--- config.mk ---
export PLATFORM = sky130hd
export DESIGN_NAME = global_options_register
export DESIGN_NICKNAME = d
export VERILOG_FILES = /design/src/core/gopt_pkg.sv /design/src/core/sync3.sv /design/src/core/bit_swap.sv /design/src/core/global_options_register.sv
export SDC_FILE = /design/constraint.sdc
export NUM_CORES = 1
export LEC_CHECK = 0
export ABC_AREA = 1
export BUFFER_PORTS_ARGS = -buffer_cell sky130_fd_sc_hd__clkbuf_2
export CORE_MARGIN = 5
export CORE_UTILIZATION = 45
export CTS_BUF_LIST = sky130_fd_sc_hd__clkbuf_8 sky130_fd_sc_hd__clkbuf_16
export CTS_CLUSTER_DIAMETER = 120
export DETAILED_ROUTE_END_ITERATION = 10
export PLACE_DENSITY_LB_ADDON = 0.3
export SLEW_MARGIN = 5
export SYNTH_ARGS = -nofsm -noshare
export SYNTH_HDL_FRONTEND = slang
export SYNTH_SLANG_ARGS = --single-unit
export TNS_END_PERCENT = 30
--- constraint.sdc ---
create_clock -name clk_i -period 3.1 [get_ports clk_i]
set_input_delay 0.155 -clock clk_i [delete_from_list [all_inputs] [get_ports clk_i]]
set_output_delay 0.155 -clock clk_i [all_outputs]
set_load 0.05 [all_outputs]
--- src/core/gopt_pkg.sv ---
package gopt_pkg;

    // Clock.
    localparam int unsigned CLK_PERIOD_NS = 8;

    // Register indices; the byte address on the bus is four times the index.
    localparam logic [15:0] FRAME_REG_INDEX = 16'h1ffc;
    localparam logic [15:0] WD_REG_INDEX = 16'h1ffd;
    localparam logic [15:0] OPT_REG_INDEX = 16'h1ffe;
    localparam logic [15:0] FRAME_REG_ADDR = {FRAME_REG_INDEX[13:0], 2'b00};
    localparam logic [15:0] WD_REG_ADDR = {WD_REG_INDEX[13:0], 2'b00};
    localparam logic [15:0] OPT_REG_ADDR = {OPT_REG_INDEX[13:0], 2'b00};

    // Option bit positions, zero based (bit n of the option word is index n-1).
    localparam int unsigned OPT_WD_PORT1_BIT = 1;
    localparam int unsigned OPT_WD_PORT2_BIT = 2;
    localparam int unsigned OPT_RETAIN_BIT = 8;
    localparam int unsigned OPT_SWAP_BIT = 9;
    localparam logic [15:0] OPT_USED_MASK = 16'h0306;
    localparam logic [15:0] OPT_RESET = 16'h0000;

    // Watchdog timer.
    localparam logic [15:0] WD_RESET = 16'h0000;
    localparam int unsigned WD_TICK_NS = 1000000;
    localparam int unsigned WD_TICK_CYCLES = WD_TICK_NS / CLK_PERIOD_NS;

    // Framing register layout of the first serial port.
    localparam int unsigned FRAME_BAUD_LSB = 0;
    localparam int unsigned FRAME_DATA_LSB = 16;
    localparam int unsigned FRAME_PARITY_LSB = 20;
    localparam int unsigned FRAME_STOP_LSB = 22;
    localparam int unsigned FRAME_MODE_LSB = 24;
    localparam logic [26:0] FRAME_USED_MASK = 27'h7ffffff;

    typedef enum logic [2:0] {
        MODE_OFF = 3'b000,
        MODE_DUAL_SLAVE = 3'b001,
        MODE_HOST = 3'b010,
        MODE_PEER = 3'b011
    } port_mode_t;

    localparam logic [1:0] PARITY_NONE = 2'h0;
    localparam logic [1:0] PARITY_ODD = 2'h1;
    localparam logic [1:0] PARITY_EVEN = 2'h2;

    localparam logic [15:0] FACTORY_BAUD = 16'h2580;
    localparam logic [3:0] FACTORY_DATA_BITS = 4'h8;
    localparam logic [1:0] FACTORY_STOP_BITS = 2'h1;
    localparam logic [31:0] FRAME_RESET = {5'h00, MODE_DUAL_SLAVE, FACTORY_STOP_BITS,
                                           PARITY_EVEN, FACTORY_DATA_BITS, FACTORY_BAUD};

endpackage

--- src/core/sync3.sv ---
`timescale 1ns/10ps
module sync3 (
    // Clock and reset.
    input wire logic clk_i,
    input wire logic rst_i,
    // Asynchronous level in, filtered level out.
    input wire logic async_i,
    output logic level_o
);
    logic s1_q, s2_q, s3_q, level_q;
    logic level_d;

    // A change counts only once the second and third stages agree.
    always_comb begin
        level_d = level_q;
        if (s2_q == s3_q) begin
            level_d = s3_q;
        end
    end

    always_ff @(posedge clk_i) begin
        if (rst_i) begin
            s1_q <= 1'b0;
            s2_q <= 1'b0;
            s3_q <= 1'b0;
            level_q <= 1'b0;
        end else begin
            s1_q <= async_i;
            s2_q <= s1_q;
            s3_q <= s2_q;
            level_q <= level_d;
        end
    end

    assign level_o = level_q;
endmodule

--- src/core/bit_swap.sv ---
`timescale 1ns/10ps
module bit_swap #(
    parameter int unsigned WIDTH = 16
) (
    // Word in, optionally mirrored word out.
    input wire logic swap_i,
    input wire logic [WIDTH-1:0] word_i,
    output logic [WIDTH-1:0] word_o
);
    logic [WIDTH-1:0] mirror;

    for (genvar i = 0; i < WIDTH; i++) begin : g_mirror
        assign mirror[i] = word_i[WIDTH-1-i];
    end

    assign word_o = swap_i ? mirror : word_i;
endmodule

--- src/core/global_options_register.sv ---
`timescale 1ns/10ps
// Behaviour
// - Option bit 2 set gates port 1 auto-polling by the watchdog timer.
// - Option bit 3 set gates port 2 auto-polling by the watchdog timer.
// - Option bit 9 set keeps rack registers at power-up; clear zeroes them.
// - Option bit 10 set presents rack input and holding words bit-reversed.
// - Every option bit is clear after reset.
// - Serial transmission proceeds only while clear-to-send is held high.
// - After factory reset port 1 runs dual slave, 9600 baud, 8E1.
module global_options_register #(
    parameter int unsigned WD_TICK_CYCLES_P = gopt_pkg::WD_TICK_CYCLES
) (
    // Clock and reset.
    input wire logic clk_i,
    input wire logic rst_i,
    // Wishbone classic slave.
    input wire logic [15:0] adr_i,
    input wire logic [31:0] dat_i,
    output logic [31:0] dat_o,
    input wire logic we_i,
    input wire logic [3:0] sel_i,
    input wire logic cyc_i,
    input wire logic stb_i,
    output logic ack_o,
    // Auto-poll enables, one per serial port.
    output logic [1:0] autopoll_en_o,
    // Rack-addressed register store.
    input wire logic power_up_i,
    output logic rack_retain_o,
    output logic rack_zero_o,
    input wire logic [15:0] rack_in_i,
    output logic [15:0] rack_out_o,
    // RS-232 transmit path.
    input wire logic cts_i,
    input wire logic tx_i,
    output logic tx_o,
    output logic tx_allowed_o,
    // First serial port framing.
    input wire logic factory_reset_i,
    output logic [15:0] port1_baud_o,
    output logic [3:0] port1_data_bits_o,
    output logic [1:0] port1_parity_o,
    output logic [1:0] port1_stop_bits_o,
    output gopt_pkg::port_mode_t port1_mode_o
);
    import gopt_pkg::*;

    // Bus slave state.
    logic ack_q, ack_d;
    logic [31:0] dat_q, dat_d;
    logic req, wr_fire, hit_opt, hit_wd, hit_frame;

    // Configuration state.
    logic [15:0] opt_q, opt_d;
    logic [15:0] wd_q, wd_d;
    logic [31:0] frame_q, frame_d;
    logic [16:0] tick_cnt_q, tick_cnt_d;
    logic tick;

    // Datapath state.
    logic [1:0] poll_q, poll_d;
    logic zero_q, zero_d;
    logic [15:0] rack_q, rack_d;
    logic [15:0] rack_mux;
    logic tx_q, tx_d;
    logic cts_ok;

    assign req = cyc_i & stb_i;
    assign hit_opt = adr_i == OPT_REG_ADDR;
    assign hit_wd = adr_i == WD_REG_ADDR;
    assign hit_frame = adr_i == FRAME_REG_ADDR;
    // A write lands at the edge where the master samples ack high.
    assign wr_fire = req & we_i & ack_q;

    // Bus handshake: one wait cycle, ack for exactly one cycle.
    always_comb begin
        ack_d = req & ~ack_q;
        dat_d = dat_q;
        if (req && !ack_q) begin
            if (hit_opt) begin
                dat_d = {16'h0000, opt_q};
            end else if (hit_wd) begin
                dat_d = {16'h0000, wd_q};
            end else if (hit_frame) begin
                dat_d = frame_q;
            end else begin
                dat_d = 32'h00000000;
            end
        end
    end

    always_ff @(posedge clk_i) begin
        if (rst_i) begin
            ack_q <= 1'b0;
            dat_q <= 32'h00000000;
        end else begin
            ack_q <= ack_d;
            dat_q <= dat_d;
        end
    end

    assign ack_o = ack_q;
    assign dat_o = dat_q;

    // Watchdog tick divider.
    always_comb begin
        tick = tick_cnt_q == 17'(WD_TICK_CYCLES_P - 1);
        tick_cnt_d = tick ? 17'h00000 : tick_cnt_q + 17'h00001;
    end

    // Option, watchdog and framing registers.
    always_comb begin
        opt_d = opt_q;
        wd_d = wd_q;
        frame_d = frame_q;
        if (tick && wd_q != 16'h0000) begin
            wd_d = wd_q - 16'h0001;
        end
        if (wr_fire && hit_opt) begin
            if (sel_i[0]) begin
                opt_d[7:0] = dat_i[7:0];
            end
            if (sel_i[1]) begin
                opt_d[15:8] = dat_i[15:8];
            end
            opt_d = opt_d & OPT_USED_MASK;
        end
        if (wr_fire && hit_wd) begin
            if (sel_i[0]) begin
                wd_d[7:0] = dat_i[7:0];
            end
            if (sel_i[1]) begin
                wd_d[15:8] = dat_i[15:8];
            end
        end
        if (wr_fire && hit_frame) begin
            for (int b = 0; b < 4; b++) begin
                if (sel_i[b]) begin
                    frame_d[b*8 +: 8] = dat_i[b*8 +: 8];
                end
            end
            frame_d = frame_d & {5'h00, FRAME_USED_MASK};
        end
        if (factory_reset_i) begin
            frame_d = FRAME_RESET;
            opt_d = OPT_RESET;
        end
    end

    always_ff @(posedge clk_i) begin
        if (rst_i) begin
            opt_q <= OPT_RESET;
            wd_q <= WD_RESET;
            frame_q <= FRAME_RESET;
            tick_cnt_q <= 17'h00000;
        end else begin
            opt_q <= opt_d;
            wd_q <= wd_d;
            frame_q <= frame_d;
            tick_cnt_q <= tick_cnt_d;
        end
    end

    assign port1_baud_o = frame_q[FRAME_BAUD_LSB +: 16];
    assign port1_data_bits_o = frame_q[FRAME_DATA_LSB +: 4];
    assign port1_parity_o = frame_q[FRAME_PARITY_LSB +: 2];
    assign port1_stop_bits_o = frame_q[FRAME_STOP_LSB +: 2];
    assign port1_mode_o = port_mode_t'(frame_q[FRAME_MODE_LSB +: 3]);

    // Clear-to-send comes from a pin and is filtered before use.
    sync3 u_cts_sync (
        .clk_i(clk_i),
        .rst_i(rst_i),
        .async_i(cts_i),
        .level_o(cts_ok)
    );

    bit_swap #(
        .WIDTH(16)
    ) u_rack_swap (
        .swap_i(opt_q[OPT_SWAP_BIT]),
        .word_i(rack_in_i),
        .word_o(rack_mux)
    );

    // Auto-poll gating, rack handling and transmit path.
    always_comb begin
        poll_d[0] = ~opt_q[OPT_WD_PORT1_BIT] | (wd_q != 16'h0000);
        poll_d[1] = ~opt_q[OPT_WD_PORT2_BIT] | (wd_q != 16'h0000);
        zero_d = power_up_i & ~opt_q[OPT_RETAIN_BIT];
        rack_d = rack_mux;
        tx_d = cts_ok ? tx_i : 1'b1;
    end

    always_ff @(posedge clk_i) begin
        if (rst_i) begin
            poll_q <= 2'h3;
            zero_q <= 1'b0;
            rack_q <= 16'h0000;
            tx_q <= 1'b1;
        end else begin
            poll_q <= poll_d;
            zero_q <= zero_d;
            rack_q <= rack_d;
            tx_q <= tx_d;
        end
    end

    assign autopoll_en_o = poll_q;
    assign rack_zero_o = zero_q;
    assign rack_retain_o = opt_q[OPT_RETAIN_BIT];
    assign rack_out_o = rack_q;
    assign tx_o = tx_q;
    assign tx_allowed_o = cts_ok;

    ack_one_cycle_a: assert property (@(posedge clk_i) disable iff (rst_i)
        ack_o |=> !ack_o)
        else $error("ack held longer than one cycle");

    ack_latency_a: assert property (@(posedge clk_i) disable iff (rst_i)
        (cyc_i && stb_i && !ack_o) |=> ack_o)
        else $error("ack missing one cycle after request");

    opt_reset_a: assert property (@(posedge clk_i)
        $past(rst_i) |-> (opt_q == 16'h0000 && !rack_retain_o && autopoll_en_o == 2'h3))
        else $error("option bits not clear after reset");

    opt_reserved_a: assert property (@(posedge clk_i) disable iff (rst_i)
        (wr_fire && hit_opt && sel_i[1:0] == 2'h3 && !factory_reset_i)
        |=> opt_q == ($past(dat_i[15:0]) & 16'h0306))
        else $error("option write stored wrong bits");

    port1_gate_a: assert property (@(posedge clk_i) disable iff (rst_i)
        ##1 autopoll_en_o[0] == (!$past(opt_q[1]) || $past(wd_q) != 16'h0000))
        else $error("port 1 auto-poll gating wrong");

    port2_gate_a: assert property (@(posedge clk_i) disable iff (rst_i)
        (opt_q[2] && wd_q == 16'h0000) |=> !autopoll_en_o[1])
        else $error("port 2 polls with expired watchdog");

    rack_zero_a: assert property (@(posedge clk_i) disable iff (rst_i)
        power_up_i |=> (rack_zero_o == !$past(opt_q[8])))
        else $error("power-up zeroing disagrees with retain bit");

    rack_swap_a: assert property (@(posedge clk_i) disable iff (rst_i)
        ##1 rack_out_o[0] == ($past(opt_q[9]) ? $past(rack_in_i[15]) : $past(rack_in_i[0])))
        else $error("rack word bit order wrong");

    cts_block_a: assert property (@(posedge clk_i) disable iff (rst_i)
        !tx_o |-> $past(cts_ok))
        else $error("transmit without clear-to-send");

    factory_frame_a: assert property (@(posedge clk_i) disable iff (rst_i)
        factory_reset_i |=> (port1_baud_o == 16'h2580 && port1_data_bits_o == 4'h8
            && port1_parity_o == 2'h2 && port1_stop_bits_o == 2'h1
            && port1_mode_o == MODE_DUAL_SLAVE))
        else $error("factory framing wrong");

    wd_load_a: assert property (@(posedge clk_i) disable iff (rst_i)
        (wr_fire && hit_wd && sel_i[1:0] == 2'h3) |=> wd_q == $past(dat_i[15:0]))
        else $error("watchdog write not loaded");

    wd_count_a: assert property (@(posedge clk_i) disable iff (rst_i)
        (tick && wd_q != 16'h0000 && !(wr_fire && hit_wd)) |=> wd_q == $past(wd_q) - 16'h0001)
        else $error("watchdog count did not step down");

    read_opt_a: assert property (@(posedge clk_i) disable iff (rst_i)
        (cyc_i && stb_i && !we_i && !ack_o && hit_opt) |=> dat_o == {16'h0000, $past(opt_q)})
        else $error("option read data wrong");

    zero_idle_a: assert property (@(posedge clk_i) disable iff (rst_i)
        !power_up_i |=> !rack_zero_o)
        else $error("rack zeroing without power-up");

    tx_follow_a: assert property (@(posedge clk_i) disable iff (rst_i)
        cts_ok |=> tx_o == $past(tx_i))
        else $error("transmit data not passed with clear-to-send");

    tx_idle_a: assert property (@(posedge clk_i) disable iff (rst_i)
        !cts_ok |=> tx_o)
        else $error("transmit line not idle without clear-to-send");

    port2_free_a: assert property (@(posedge clk_i) disable iff (rst_i)
        !opt_q[2] |=> autopoll_en_o[1])
        else $error("port 2 gated with option clear");

    rack_msb_a: assert property (@(posedge clk_i) disable iff (rst_i)
        ##1 rack_out_o[15] == ($past(opt_q[9]) ? $past(rack_in_i[0]) : $past(rack_in_i[15])))
        else $error("rack word top bit order wrong");

    factory_opt_a: assert property (@(posedge clk_i) disable iff (rst_i)
        factory_reset_i |=> opt_q == 16'h0000)
        else $error("options not cleared by factory reset");

    opt_write_c: cover property (@(posedge clk_i) disable iff (rst_i)
        wr_fire && hit_opt);
    retain_power_c: cover property (@(posedge clk_i) disable iff (rst_i)
        power_up_i && opt_q[8]);
    swap_on_c: cover property (@(posedge clk_i) disable iff (rst_i)
        opt_q[9] && rack_in_i[15]);
    cts_blocked_c: cover property (@(posedge clk_i) disable iff (rst_i)
        !cts_ok && !tx_i);
    factory_c: cover property (@(posedge clk_i) disable iff (rst_i)
        factory_reset_i);
endmodule

==> metrics <==
Int Pwr 0.00309 W; clk slew on worst S/H paths 0.06 ns; Hold EP frame_q[23]; drt first pass iters 5; # IOs 159; max_slew headroom 45.3%; YS warnings 0; hold depth 3; hold_sp dat_i[23]; Area contributors post-synth dfxtp_1, nand2_1, nand3_1; Final Cell Area 7550 µm²; Die X 123 µm; Final setup viols 0; maximum buffer depth of the clock tree 2; Yosys cell types 33; Routed WL 16300 µm; Avg Inst Size Synth 6.66 µm²; VDD IR max 0.000347 V; Worst Max-Slew Pin Slew 0.820 ns; Reg-to-Reg Start opt_q[9]; NetSw 0.000845 W; Net Sw Frac 21.5%; dominant cell type by area after synthesis dfxtp_1; Die ar. 15100 µm²; status finished clean; power share of the combinational group 6.5%; final setup TNS 0 ns; first-pass GRT wire length 27000 µm; final antenna-violating net count 0; worst hold slack 0.0122 ns; reg2reg path depth 4; TritonCTS buffer count 17; LEAKAGE 3.70 nW; share of cells above drive strength 1 21.7%; Final Cycle Share 67.3%; Setup Fix Bufs, Post-CTS 0; WP data required 3.40 ns; Rows 41; Vias/cell 4.88; Port Buf Inserts 148; Starting Density 45.7%; via count 5953; Hold Crit Class in2reg; Clock Power Share 55.0%; Crit. End Element register; reg2reg setup slack 1.01 ns; number of global-route vias before repair 5744; Layout area overhead 31.7%; fin cells 1220; Max Freq 479 MHz; post-synthesis sequential area ratio 40.5%; Seq pwr share 38.5%; CTS sink cnt 116; final setup margin 1.01 ns; commonest non-fill, non-tap cell in the layout nand2_1; R2R Path End rack_out_o[11]; Die Ht 123 µm; DRC viols 0; initial antenna violation count 0; core area 12600 µm²; crit start category register; post-DP HPWL 11400 µm; drt wl/cell 13.4 µm; cell count after placement 1152; Synth top area share 40.5%; Iter 0 DRT Violations 359; H-tree depth 4; Worst Path Arrival 2.38 ns; max-slew violations 0; minimum clock period 2.09 ns; Syn Inst Count 861; hold violation count in the final report 0; Nets 1114; post-placement setup slack 1.23 ns; gr ovfl total 0; routability congestion estimate 0.842; largest net degree at the start of global routing 37; register bit count reported by yosys 116; Placement Cell Area 6540 µm²; RSZ-0062 raised after global routing false; hold_buf cts 35; Max Cap Viol 0; pwr/cell area 521 nW/µm²; synthesized area 5740 µm²; CTS tree done; Total GRT Usage 22.5%; CTS root buf clkbuf_16; Worst-Skew Late Latency 0.41 ns; cts repair resizes 0; critical path type reg2reg; Crit Path Max Fanout 19; skew final 0.00821 ns; most frequent cells in the layout nand2_1, clkbuf_2, dfxtp_1
-- power by group through the flow --
stage	registers (W)	clock network (W)	logic [W]
floorplan	0.00159	0	0.0000916
global placement	0.00155	0	0.000215
detailed placement	0.00155	0	0.000216
CTS	0.00152	0.00219	0.000251
global route	0.00152	0.00226	0.000275
finish	0.00152	0.00217	0.000254
-- cell type report --
cell class,count,area [µm²]
antenna,1,2.50
sequential,116,2320
multi-input combinational,618,2870
tap,172,215
timing repair buffer,188,1130
fill,1194,5010
inverter,93,353
clock buffer,24,522
clock inverter,8,145
-- sequential cells by signal, indices dropped and copies added, names as in the netlist --
name / cells
wd_q: 16
u_cts_sync.s2_q: 1
ack_o: 1
opt_q: 4
autopoll_en_o: 2
tx_o: 1
u_cts_sync.s3_q: 1
rack_zero_o: 1
u_cts_sync.s1_q: 1
rack_out_o: 16
frame_q: 27
dat_o: 27
u_cts_sync.level_o: 1
tick_cnt_q: 17
-- logic make-up after synthesis --
kind of cell,after synthesis,share of synthesized area [%]
AO/OA/AOI/OAI,87,8.11
other,1,0.0654
XOR/XNOR,9,1.37
flip-flops,116,40.5
adder cells (fa/ha/maj),3,0.654
buffers and inverters,131,9.83
AND/OR/NAND/NOR,514,39.5
-- Yosys cell counts --
master	number
inv_2	5
buf_1	1
nor3_2	3
o211ai_2	3
nor3b_2	1
xor2_1	9
clkinv_2	1
conb_1	1
buf_2	4
nor2_2	13
ha_1	3
nand4_1	24
nand3_1	77
a211oi_1	1
nor2_4	3
inv_4	1
nor2_8	1
nand2_4	1
nor3_1	5
nand3b_1	7
nand2_1	269
dfxtp_1	116
clkbuf_1	20
nand2_2	11
o211ai_1	1
o21a_1	1
buf_4	9
o21ai_0	21
a21oi_1	60
buf_6	4
nand3_4	1
nor2_1	98
inv_1	86
-- routing by layer --
metal | global-route usage (%) | up-vias | wire length (µm)
met5 | 0 | - | 0
met4 | 6.79 | 0 | 267
met3 | 6.72 | 22 | 1070
met2 | 38.8 | 200 | 8110
met1 | 26.9 | 2667 | 6860
li1 | - | 3064 | -
-- worst max-delay path by stage --
stage / startpoint / end / slack, ns / depth (start not counted)
detailed placement: rst_i / frame_q[11] / 1.23 / 5
finish: opt_q[9] / rack_out_o[11] / 1.01 / 4
CTS: opt_q[9] / rack_out_o[8] / 1.13 / 4
global placement: rst_i / frame_q[0] / 1.27 / 5
floorplan: ack_o / wd_q[0] / 1.43 / 7
global route: opt_q[9] / rack_out_o[8] / 0.86 / 4
-- per-stage QoR --
stage	total power, W	utilization, %
3_3_place_gp	0.00176	52.0
5_1_grt	0.00405	60.1
6_report	0.00394	60.1
2_1_floorplan	0.00168	-
3_5_place_dp	0.00176	52.0
4_1_cts	0.00396	60.1
-- worst max-delay path, stage by stage, from the launching register on --
cell and delay (ns):
dfxtp_1 0.70, inv_1 0.44, nor2_1 0.22, nor2_1 0.06, dlygate4sd3_1 0.54
Note: power is estimated with default switching activity, not from simulation.
